**src/rtl/strap_mux_pkg.sv**
```systemverilog
/*
  package for the mode strap pin multiplexer: strap layout, mode field
  positions, reset values and the carrier structs for the pin groups.
  assumes a single 20 MHz core clock and an active-low async reset.
*/
package strap_mux_pkg;

  localparam int NUM_STRAPS = 6;

  // strap bit positions
  localparam int STRAP_SCK_BIT = 0;
  localparam int STRAP_TXD_BIT = 1;
  localparam int STRAP_RXD_BIT = 2;
  localparam int STRAP_CE_A_BIT = 3;
  localparam int STRAP_CE_B_BIT = 4;
  localparam int STRAP_ENDIAN_BIT = 5;

  localparam logic [5:0] STRAP_RESET_VALUE = 6'h00;
  localparam logic [1:0] BUS_WIDTH_RESET = 2'h0;
  localparam logic ENDIAN_RESET = 1'h0;

  // lane strobe field layout, bit n belongs to data byte lane n
  localparam logic [3:0] LANES_IDLE = 4'hF;
  localparam logic STROBE_IDLE = 1'h1;

  // carriers: a two-way pin is input, output and output enable (low = drive)
  typedef struct packed {
    logic [5:0] dout;
    logic [5:0] oe_n;
  } strap_drive_t;

  typedef struct packed {
    logic area2_dram_en;
    logic card_a_en;
    logic card_b_en;
    logic serial_en;
  } mux_ctrl_t;

  typedef struct packed {
    logic row_strobe_n;
    logic card_a_enable_hi_n;
    logic card_b_enable_hi_n;
    logic txd;
    logic sck_out;
    logic sck_drive;
  } alt_func_t;

  typedef struct packed {
    logic [3:0] cas_n;
    logic [3:0] we_n;
    logic io_write_n;
    logic pcmcia_access;
    logic sdram_access;
  } lane_req_t;

  typedef struct packed {
    logic col_strobe_top_lane_n;
    logic col_strobe_second_lane_n;
    logic lane3_write_mask_n;
    logic lane0_write_mask_n;
  } lane_pins_t;

endpackage

```
**src/rtl/mode_strap_pin_mux.sv**
```systemverilog
/*
  mode strap pin multiplexer: captures the six mode straps at power-on reset,
  then hands each strap pin over to its alternate function once enabled,
  handles hardware standby entry and the byte-lane meaning of lane strobes.
  assumes all inputs are synchronous to I_CORE_CLK and that the board
  resolves each two-way pin from dout and active-low output enable.
*/
module mode_strap_pin_mux (
  input wire logic I_CORE_CLK,
  input wire logic I_NRST,
  input wire logic [5:0] I_MODE_STRAP,
  input wire logic I_CHIP_ACTIVE_IN,
  input wire strap_mux_pkg::mux_ctrl_t I_MUX_CTRL,
  input wire strap_mux_pkg::alt_func_t I_ALT_FUNC,
  input wire strap_mux_pkg::lane_req_t I_LANE_REQ,
  output logic [5:0] O_MODE_STRAP_DOUT,
  output logic [5:0] O_MODE_STRAP_OE_N,
  output logic O_BIG_ENDIAN,
  output logic [1:0] O_AREA0_BUS_WIDTH,
  output logic O_MODE_VALID,
  output logic O_SERIAL_RXD,
  output logic O_SERIAL_SCK_IN,
  output logic O_HW_STANDBY,
  output strap_mux_pkg::lane_pins_t O_LANE_PINS
);

  ////////////////////////////////////////////////////////////////////////////
  // power-on capture

  // the straps are caught on the first edge after reset release, since an
  // async reset may only load constants; the pins are still inputs then
  logic captured_q;
  logic [5:0] strap_q;
  logic hw_standby_q;

  always_ff @(posedge I_CORE_CLK or negedge I_NRST) begin
    if (!I_NRST) begin
      captured_q <= 1'b0;
      strap_q <= strap_mux_pkg::STRAP_RESET_VALUE;
    end else if (!captured_q) begin
      captured_q <= 1'b1;
      strap_q <= I_MODE_STRAP;
    end
  end

  always_ff @(posedge I_CORE_CLK or negedge I_NRST) begin
    if (!I_NRST) begin
      O_BIG_ENDIAN <= strap_mux_pkg::ENDIAN_RESET;
      O_AREA0_BUS_WIDTH <= strap_mux_pkg::BUS_WIDTH_RESET;
      O_MODE_VALID <= 1'b0;
    end else begin
      O_BIG_ENDIAN <= strap_q[strap_mux_pkg::STRAP_ENDIAN_BIT];
      O_AREA0_BUS_WIDTH <= {strap_q[strap_mux_pkg::STRAP_CE_B_BIT],
                            strap_q[strap_mux_pkg::STRAP_CE_A_BIT]};
      O_MODE_VALID <= captured_q;
    end
  end

  ////////////////////////////////////////////////////////////////////////////
  // alternate function enables

  // enables are held off until the straps are captured, so a control word
  // that is already set at release cannot corrupt the mode sample
  strap_mux_pkg::strap_drive_t drive_d;
  logic [5:0] alt_en;

  always_comb begin
    alt_en = 6'h00;
    if (captured_q) begin
      alt_en[strap_mux_pkg::STRAP_ENDIAN_BIT] = I_MUX_CTRL.area2_dram_en;
      alt_en[strap_mux_pkg::STRAP_CE_B_BIT] = I_MUX_CTRL.card_b_en;
      alt_en[strap_mux_pkg::STRAP_CE_A_BIT] = I_MUX_CTRL.card_a_en;
      alt_en[strap_mux_pkg::STRAP_RXD_BIT] = I_MUX_CTRL.serial_en;
      alt_en[strap_mux_pkg::STRAP_TXD_BIT] = I_MUX_CTRL.serial_en;
      alt_en[strap_mux_pkg::STRAP_SCK_BIT] = I_MUX_CTRL.serial_en;
    end
  end

  always_comb begin
    drive_d.dout = 6'h00;
    drive_d.oe_n = 6'h3F;
    // row strobe drives once area 2 DRAM is on, except in standby
    if (alt_en[strap_mux_pkg::STRAP_ENDIAN_BIT]) begin
      drive_d.dout[strap_mux_pkg::STRAP_ENDIAN_BIT] = I_ALT_FUNC.row_strobe_n;
      drive_d.oe_n[strap_mux_pkg::STRAP_ENDIAN_BIT] = 1'b0;
    end
    // card enables drive their enable input as given, low as well as high, or release
    if (alt_en[strap_mux_pkg::STRAP_CE_B_BIT]) begin
      drive_d.dout[strap_mux_pkg::STRAP_CE_B_BIT] = I_ALT_FUNC.card_b_enable_hi_n;
      drive_d.oe_n[strap_mux_pkg::STRAP_CE_B_BIT] = 1'b0;
    end
    if (alt_en[strap_mux_pkg::STRAP_CE_A_BIT]) begin
      drive_d.dout[strap_mux_pkg::STRAP_CE_A_BIT] = I_ALT_FUNC.card_a_enable_hi_n;
      drive_d.oe_n[strap_mux_pkg::STRAP_CE_A_BIT] = 1'b0;
    end
    // receive data is input only, its enable stays high
    if (alt_en[strap_mux_pkg::STRAP_TXD_BIT]) begin
      drive_d.dout[strap_mux_pkg::STRAP_TXD_BIT] = I_ALT_FUNC.txd;
      drive_d.oe_n[strap_mux_pkg::STRAP_TXD_BIT] = 1'b0;
    end
    if (alt_en[strap_mux_pkg::STRAP_SCK_BIT] && I_ALT_FUNC.sck_drive) begin
      drive_d.dout[strap_mux_pkg::STRAP_SCK_BIT] = I_ALT_FUNC.sck_out;
      drive_d.oe_n[strap_mux_pkg::STRAP_SCK_BIT] = 1'b0;
    end
    // standby floats all six strap pins; trades card idle-high for minimum leakage
    if (hw_standby_q) begin
      drive_d.oe_n = 6'h3F;
    end
  end

  always_ff @(posedge I_CORE_CLK or negedge I_NRST) begin
    if (!I_NRST) begin
      O_MODE_STRAP_DOUT <= 6'h00;
      O_MODE_STRAP_OE_N <= 6'h3F;
    end else begin
      O_MODE_STRAP_DOUT <= drive_d.dout;
      O_MODE_STRAP_OE_N <= drive_d.oe_n;
    end
  end

  // serial inputs read the pin only while serial owns it, else idle high
  always_ff @(posedge I_CORE_CLK or negedge I_NRST) begin
    if (!I_NRST) begin
      O_SERIAL_RXD <= 1'b1;
      O_SERIAL_SCK_IN <= 1'b1;
    end else begin
      O_SERIAL_RXD <= alt_en[strap_mux_pkg::STRAP_RXD_BIT] ?
                      I_MODE_STRAP[strap_mux_pkg::STRAP_RXD_BIT] : 1'b1;
      O_SERIAL_SCK_IN <= alt_en[strap_mux_pkg::STRAP_SCK_BIT] ?
                         I_MODE_STRAP[strap_mux_pkg::STRAP_SCK_BIT] : 1'b1;
    end
  end

  ////////////////////////////////////////////////////////////////////////////
  // hardware standby

  // the board keeps chip active high through reset, so no gating on reset
  // is needed here beyond the reset value itself

  always_ff @(posedge I_CORE_CLK or negedge I_NRST) begin
    if (!I_NRST) begin
      hw_standby_q <= 1'b0;
    end else begin
      hw_standby_q <= !I_CHIP_ACTIVE_IN;
    end
  end

  assign O_HW_STANDBY = hw_standby_q;

  ////////////////////////////////////////////////////////////////////////////
  // byte-lane strobes

  // area 2 DRAM is a 16-bit port, so its low strobes cas_n[1:0] move to the top two lane pins
  strap_mux_pkg::lane_pins_t lanes_d;

  always_comb begin
    if (I_MUX_CTRL.area2_dram_en) begin
      lanes_d.col_strobe_top_lane_n = I_LANE_REQ.cas_n[1];
      lanes_d.col_strobe_second_lane_n = I_LANE_REQ.cas_n[0];
    end else begin
      lanes_d.col_strobe_top_lane_n = I_LANE_REQ.cas_n[3];
      lanes_d.col_strobe_second_lane_n = I_LANE_REQ.cas_n[2];
    end
    // write enable and PCMCIA I/O write share one lane bit; pcmcia_access decides
    if (I_LANE_REQ.pcmcia_access) begin
      lanes_d.lane3_write_mask_n = I_LANE_REQ.io_write_n;
    end else begin
      lanes_d.lane3_write_mask_n = I_LANE_REQ.we_n[3];
    end
    lanes_d.lane0_write_mask_n = I_LANE_REQ.we_n[0];
  end

  always_ff @(posedge I_CORE_CLK or negedge I_NRST) begin
    if (!I_NRST) begin
      O_LANE_PINS <= '{strap_mux_pkg::STROBE_IDLE, strap_mux_pkg::STROBE_IDLE,
                       strap_mux_pkg::STROBE_IDLE, strap_mux_pkg::STROBE_IDLE};
    end else begin
      O_LANE_PINS <= lanes_d;
    end
  end

endmodule // mode_strap_pin_mux

```
**config.mk**
```make
export PLATFORM = sky130hd
export DESIGN_NAME = mode_strap_pin_mux
export DESIGN_NICKNAME = d
export VERILOG_FILES = /design/src/rtl/strap_mux_pkg.sv /design/src/rtl/mode_strap_pin_mux.sv
export SDC_FILE = /design/constraint.sdc
export NUM_CORES = 1
export LEC_CHECK = 0
export ABC_AREA = 1
export BUFFER_PORTS_ARGS = -buffer_cell sky130_fd_sc_hd__buf_2
export CORE_UTILIZATION = 41
export DETAILED_ROUTE_END_ITERATION = 12
export MAX_ROUTING_LAYER = met4
export PLACE_DENSITY_LB_ADDON = 0.12
export SYNTH_ARGS = -nofsm -noshare
export SYNTH_HDL_FRONTEND = slang
export SYNTH_SLANG_ARGS = --single-unit
```
**constraint.sdc**
```tcl
create_clock -name I_CORE_CLK -period 0.9 [get_ports I_CORE_CLK]
set_input_delay 0.09 -clock I_CORE_CLK [delete_from_list [all_inputs] [get_ports I_CORE_CLK]]
set_output_delay 0.09 -clock I_CORE_CLK [all_outputs]
set_load 0.05 [all_outputs]
```
==> results of run 1 <==
## final cells by class
cell class	instances	area, um2
Fill cell	129	410
Timing Repair Buffer	71	661
Multi-Input combinational cell	32	154
Sequential cell	25	641
Tap cell	27	33.8
Clock buffer	4	26.3
Inverter	15	56.3
## cell usage in the layout, fill, tap and decap left out
| cell | instances |
|---|---|
| nand2_2 | 2 |
| inv_1 | 15 |
| dlygate4sd3_1 | 23 |
| buf_4 | 1 |
| nor2_2 | 3 |
| buf_8 | 11 |
| buf_2 | 25 |
| clkbuf_1 | 1 |
| nor2_1 | 2 |
| o21ai_0 | 5 |
| nand3_1 | 3 |
| dfstp_2 | 11 |
| nand2_4 | 1 |
| dfrtp_1 | 13 |
| buf_6 | 10 |
| dfrtp_2 | 1 |
| nand4_1 | 1 |
| o21ai_1 | 1 |
| conb_1 | 3 |
| buf_12 | 1 |
| clkbuf_4 | 3 |
| nand2_1 | 11 |
## per-layer routing
layer,vias to the layer above,share of wire,global-route usage
met2,32,0.58,0.378
met1,342,0.37,0.186
met5,-,0,-
met4,0,0,0.0667
li1,355,-,-
met3,0,0.054,0.0407
## logic make-up after synthesis
| kind of cell | Yosys count | synth area share |
|---|---|---|
| buffers and inverters | 18 | 0.0947 |
| AO/OA/AOI/OAI | 6 | 0.0344 |
| other | 2 | 0.00861 |
| AND/OR/NAND/NOR | 23 | 0.129 |
| flip-flops | 25 | 0.733 |
## sequential cells by signal, indices dropped and copies added, names as in the netlist
register	flops
O_MODE_STRAP_DOUT	5
O_MODE_STRAP_OE_N	5
O_LANE_PINS	4
strap_q	3
O_AREA0_BUS_WIDTH	2
O_BIG_ENDIAN	1
O_HW_STANDBY	1
O_MODE_VALID	1
O_SERIAL_RXD	1
O_SERIAL_SCK_IN	1
captured_q	1
## worst paths after layout
| check | from | endpoint | slack (ns) | depth (start not counted) |
|---|---|---|---|---|
| min in group asynchronous | I_NRST | O_MODE_STRAP_DOUT[0] | 0.28 | 2 |
| worst max register to register | captured_q | strap_q[5] | 0.08 | 3 |
| worst min register to register | strap_q[3] | O_AREA0_BUS_WIDTH[0] | 0.39 | 0 |
| worst max-delay path | O_LANE_PINS[2] | O_LANE_PINS[2] | -0.22 | 1 |
| worst min-delay path | I_MODE_STRAP[4] | strap_q[4] | 0.01 | 3 |
| max in group asynchronous | I_NRST | O_SERIAL_SCK_IN | 0.24 | 2 |
## metrics by stage
step                      TNS (ns)  hold WS, ns  total power [mW]
after CTS                    -2.91      0.00280              2.30
after detailed placement         0       0.0990              1.65
after floorplan                  0       -0.206              1.51
final                        -2.67       0.0129              2.29
after global placement           0       0.0931              1.64
after global routing         -3.50      0.00794              2.40
## power by group
group / switching (mW) / internal (mW)
combinational: 0.315 / 0.250
clock: 0.310 / 0.173
sequential: 0.0374 / 1.21
total: 0.663 / 1.63
## timing repair
item / 4_1_cts / 5_1_grt
endpoints found under the hold margin: 31 / 0
setup buffers: 0 / 0
hold buffers: 23 / 0
cloned: 0 / 0
gates resized for setup: 50 / 4
endpoints found under the setup margin: 21 / 22
==> out/qor.txt, run 1 <==
Largest net degree at the start of global routing = 26
Post-layout util = 0.793
Final worst setup slack = -0.217 ns
Final instance area = 0.00157 mm2
Placer's final routability congestion estimate = 0.690
Async set or reset register ratio after synthesis = 1.00
Top cells by count, synth = inv_1 (15), dfrtp_1 (14), dfstp_2 (11), nand2_1 (11), o21ai_0 (6)
Post-synthesis cell count = 74
Total CTS buffers = 3
Worst min-delay path category = in2reg
Die area = 0.00232 mm2
Layout cells sized above 1 = 0.469
Primary FF master, synth = dfrtp_1
WP data arrival = 1.03 ns
Initial antenna violation count = 0
RSZ-0062 raised after global routing = yes
Initial Utilization = 0.440
Buf/Inv on CP = 1
Area growth from synthesis to final layout = 80.2%
Post-synth EDFFs = 0
Synth Register Bits = 25
Sink Count = 25
Fin crit share = 1.24
Req. time, crit path = 0.81 ns
WS Path Type = reg2out
Cell family with most CP delay = flip-flops
GRT Overall Usage = 0.195
Max frequency = 0.895 GHz
Worst-path clk slew = 0.13 ns
Max-Cap Viols = 0
Nature of the critical path startpoint = flop
Synth cell types = 14
DR pass1 iterations = 4
Cell with the most instances after synthesis = inv_1
Final hold violations = 0
DRC viols = 0
Vias in the first global route = 743
Clk root buf = clkbuf_4
Status = complete, but fails checks
HPWL after DPL = 1070 um
Rel. slew slack = 0.646
Crit path max-delay cell type = dfstp_2
CP Capture Type = primary output
Final Non-Filler Cells = 174
Syn. warnings = 0
Vias per inst = 4.19
CTS tree = yes
Top post-synthesis cells by area = dfrtp_1 (40%), dfstp_2 (33%), inv_1 (6.5%)
Setup-failing EPs final = 21
Post-Place Worst Slack = 0.0606 ns
Initial drt markers = 8
PwrDens = 1460 mW/mm2
Final Critical Period = 1.12 ns
WL/cell = 11.4 um
First-pass GRT wire length = 2890 um
Slowest stage delay, CP = 0.57 ns
Mapped Avg Cell Area = 11.8 um2
Vias = 729
Die width = 48.1 um
Final slew viol count = 0
Sequential fraction of the synthesis area = 0.733
Critical path peak fanout = 1
Yosys top cell by area = dfrtp_1
Worst VDD drop = 1160 uV
Placed cell count = 147
Worst-Skew Late Latency = 0.31 ns
Clk buf depth = 2
Ordered list of cells on the worst path = buf_8
Placed Area = 0.00114 mm2
Antenna Nets Post-Route = 0
Clock skew = 0.0122 ns
H-tree depth = 1
Failing checks = setup timing
Post-Syn Area = 872 um2
Slew @ Worst Pin = 0.531 ns
DIE HEIGHT = 48.1 um
Top-area cell type share of the netlist area = 0.402
Grt ovf = 0
I/O pins = 53
Row cnt = 16
Leakage power = 0.803 nW
Total wire length = 1990 um
Core box area = 0.00198 mm2
Layout Nets = 178
I/O Buffers = 46
Ant diodes = 0
(Power assumes the default switching activity.)
==> run 2, diff against run 1 <==
--- a/config.mk
+++ b/config.mk
@@ -8,9 +8,10 @@
 export ABC_AREA = 1
 export BUFFER_PORTS_ARGS = -buffer_cell sky130_fd_sc_hd__buf_2
 export CORE_UTILIZATION = 41
+export CTS_CLUSTER_DIAMETER = 200
 export DETAILED_ROUTE_END_ITERATION = 12
 export MAX_ROUTING_LAYER = met4
-export PLACE_DENSITY_LB_ADDON = 0.12
+export PLACE_DENSITY = 0.75
 export SYNTH_ARGS = -nofsm -noshare
 export SYNTH_HDL_FRONTEND = slang
 export SYNTH_SLANG_ARGS = --single-unit
==> run 2 against run 1 <==
Compared with the run above:
- the flow still finishes with violations (setup timing)
- largest power group unchanged
- critical endpoint is now O_SERIAL_RXD
- register-to-register slack barely moved
- critical path type unchanged
- sequential power barely moved
- highest routed layer is now met4
- fmax rose by 1.8%
- sequential cell count did not move
- core utilization fell by 1.6 points
- routed wire length rose by 1.6%
- clock-buffer cell count did not move
- clock skew fell by 0.0073 ns
- global-route usage rose by 1.2 points
==> out/qor.txt, run 2 (synthesis results as in run 1) <==
Clock skew = 0.00492 ns (-0.00732 ns)
Ant diodes = 0 (unchanged)
DR pass1 iterations = 2 (-2)
HPWL after DPL = 1170 um (+9.0%)
Setup-failing EPs final = 21 (unchanged)
WS Path Type = reg2out
Largest net degree at the start of global routing = 26 (unchanged)
Cell family with most CP delay = flip-flops
Placed Area = 0.00113 mm2 (-1.1%)
DIE HEIGHT = 48.1 um (unchanged)
Die area = 0.00232 mm2 (unchanged)
Final slew viol count = 0 (unchanged)
Post-Place Worst Slack = 0.0590 ns (-0.00155 ns)
Slowest stage delay, CP = 0.56 ns (about the same)
Placer's final routability congestion estimate = 0.633 (-8.2%)
Sink Count = 25 (unchanged)
RSZ-0062 raised after global routing = yes
Final worst setup slack = -0.197 ns (+0.0196 ns)
WL/cell = 11.8 um (+2.7%)
Die width = 48.1 um (unchanged)
Fin crit share = 1.22 (-0.0217)
Worst VDD drop = 1190 uV (+2.4%)
Layout fillers = 105 (-19%)
Clk buf depth = 2 (unchanged)
Req. time, crit path = 0.81 ns (about the same)
Final hold violations = 0 (unchanged)
Regs by FF count = O_MODE_STRAP_DOUT: 5 flops, O_MODE_STRAP_OE_N: 5 flops, O_LANE_PINS: 4 flops
DRC viols = 0 (unchanged)
Worst-Skew Late Latency = 0.30 ns (about the same)
Critical path peak fanout = 1 (unchanged)
Max frequency = 0.911 GHz (+1.8%)
Worst r2r path cells = 2 (-1)
Worst-path clk slew = 0.12 ns (about the same)
CP Capture Type = primary output
Vias in the first global route = 750 (+0.94%)
Max-Cap Viols = 0 (unchanged)
Total wire length = 2020 um (+1.6%)
GRT Overall Usage = 0.206 (+0.0117)
Initial antenna violation count = 0 (unchanged)
Status = complete, but fails checks
Rel. slew slack = 0.652 (+0.00591)
Vias = 734 (+0.69%)
I/O Buffers = 46 (unchanged)
Failing checks = setup timing
Worst min-delay path category = in2reg
First-pass GRT wire length = 2970 um (+2.8%)
Final instance area = 0.00154 mm2 (-2.1%)
Most frequent cells in the layout = buf_2 (25), dlygate4sd3_1 (21), inv_1 (15), dfrtp_1 (13)
Layout Nets = 176 (-1.1%)
Most common cell after layout, fill and taps aside = buf_2
PwrDens = 1470 mW/mm2 (+1.0%)
Clk root buf = clkbuf_4
WP data arrival = 1.01 ns (-0.02 ns)
CTS tree = yes
H-tree depth = 1 (unchanged)
Row cnt = 16 (unchanged)
Core box area = 0.00198 mm2 (unchanged)
Final Critical Period = 1.10 ns (-0.0196 ns)
Initial Utilization = 0.440 (unchanged)
I/O pins = 53 (unchanged)
Buf/Inv on CP = 1 (unchanged)
Total CTS buffers = 3 (unchanged)
Post-layout util = 0.777 (-0.0164)
Vias per inst = 4.27 (+1.9%)
Slew @ Worst Pin = 0.522 ns (-0.00887 ns)
Crit path max-delay cell type = dfstp_2
Antenna Nets Post-Route = 0 (unchanged)
Nature of the critical path startpoint = flop
Leakage power = 0.790 nW (-1.6%)
Final Non-Filler Cells = 172 (-1.1%)
Ordered list of cells on the worst path = buf_8
WP depth = 1 (unchanged)
Initial drt markers = 3 (-5)
Placed cell count = 147 (unchanged)
Hold Crit Depth = 3 (unchanged)
Layout cells sized above 1 = 0.476 (+0.00647)
Area growth from synthesis to final layout = 76.5%
Grt ovf = 0 (unchanged)
==> run 2: cell types whose count changed in the layout (fill, tap and decap cells not counted), sizes merged <==
cell / before / now
dlygate4sd3: 23 / 21
==> run 2: worst min-delay path, delay by kind of cell <==
family | cells | cell delay (ns)
buf+inv | 2 | 0.14
compound gates | 1 | 0.06
==> run 2: area by class of cell <==
cell class / count / area (um2) / area share
clock buffer: 4 / 26.3 / 0.0171
inverter: 15 / 56.3 / 0.0366
multi-input combinational: 32 / 154 / 0.100
sequential: 25 / 641 / 0.416
tap: 27 / 33.8 / 0.0220
timing repair buffer: 69 / 628 / 0.408
==> run 2: path summary, 6_finish.rpt <==
check	to	slack (ns)	from
max in group asynchronous	O_HW_STANDBY	0.25	I_NRST
max reg2reg	strap_q[4]	0.08	captured_q
min in group asynchronous	O_AREA0_BUS_WIDTH[0]	0.28	I_NRST
min reg2reg	O_AREA0_BUS_WIDTH[1]	0.39	strap_q[4]
max	O_SERIAL_RXD	-0.20	O_SERIAL_RXD
min	strap_q[5]	0.01	I_MODE_STRAP[5]
==> run 2: power by group <==
part	switching [mW]	internal (mW)
logic	0.317	0.238
registers	0.0373	1.21
clock network	0.296	0.173
==> run 2: metrics by stage <==
step | TNS, ns | power [mW] | hold WS [ns]
final | -2.51 | 2.27 | 0.0141
after global routing | -3.35 | 2.37 | 0.0227
after CTS | -2.78 | 2.28 | 0.00214
after detailed placement | 0 | 1.64 | 0.0913
after global placement | 0 | 1.63 | 0.0872
after floorplan | 0 | 1.51 | -0.206
==> run 2: routing by layer <==
metal	wire length, um	track usage
met1	723	0.182
met2	1180	0.400
met3	76	0.0296
met4	43	0.128
met5	0	-
==> run 2: timing repair <==
item / 4_1_cts / 5_1_grt
setup endpoints to repair: 21 / 21
hold buffers: 21 / 0
buffers inserted: 0 / 0
hold endpoints to repair: 29 / 0
resized for setup: 52 / 1
pin swaps: 0 / 0
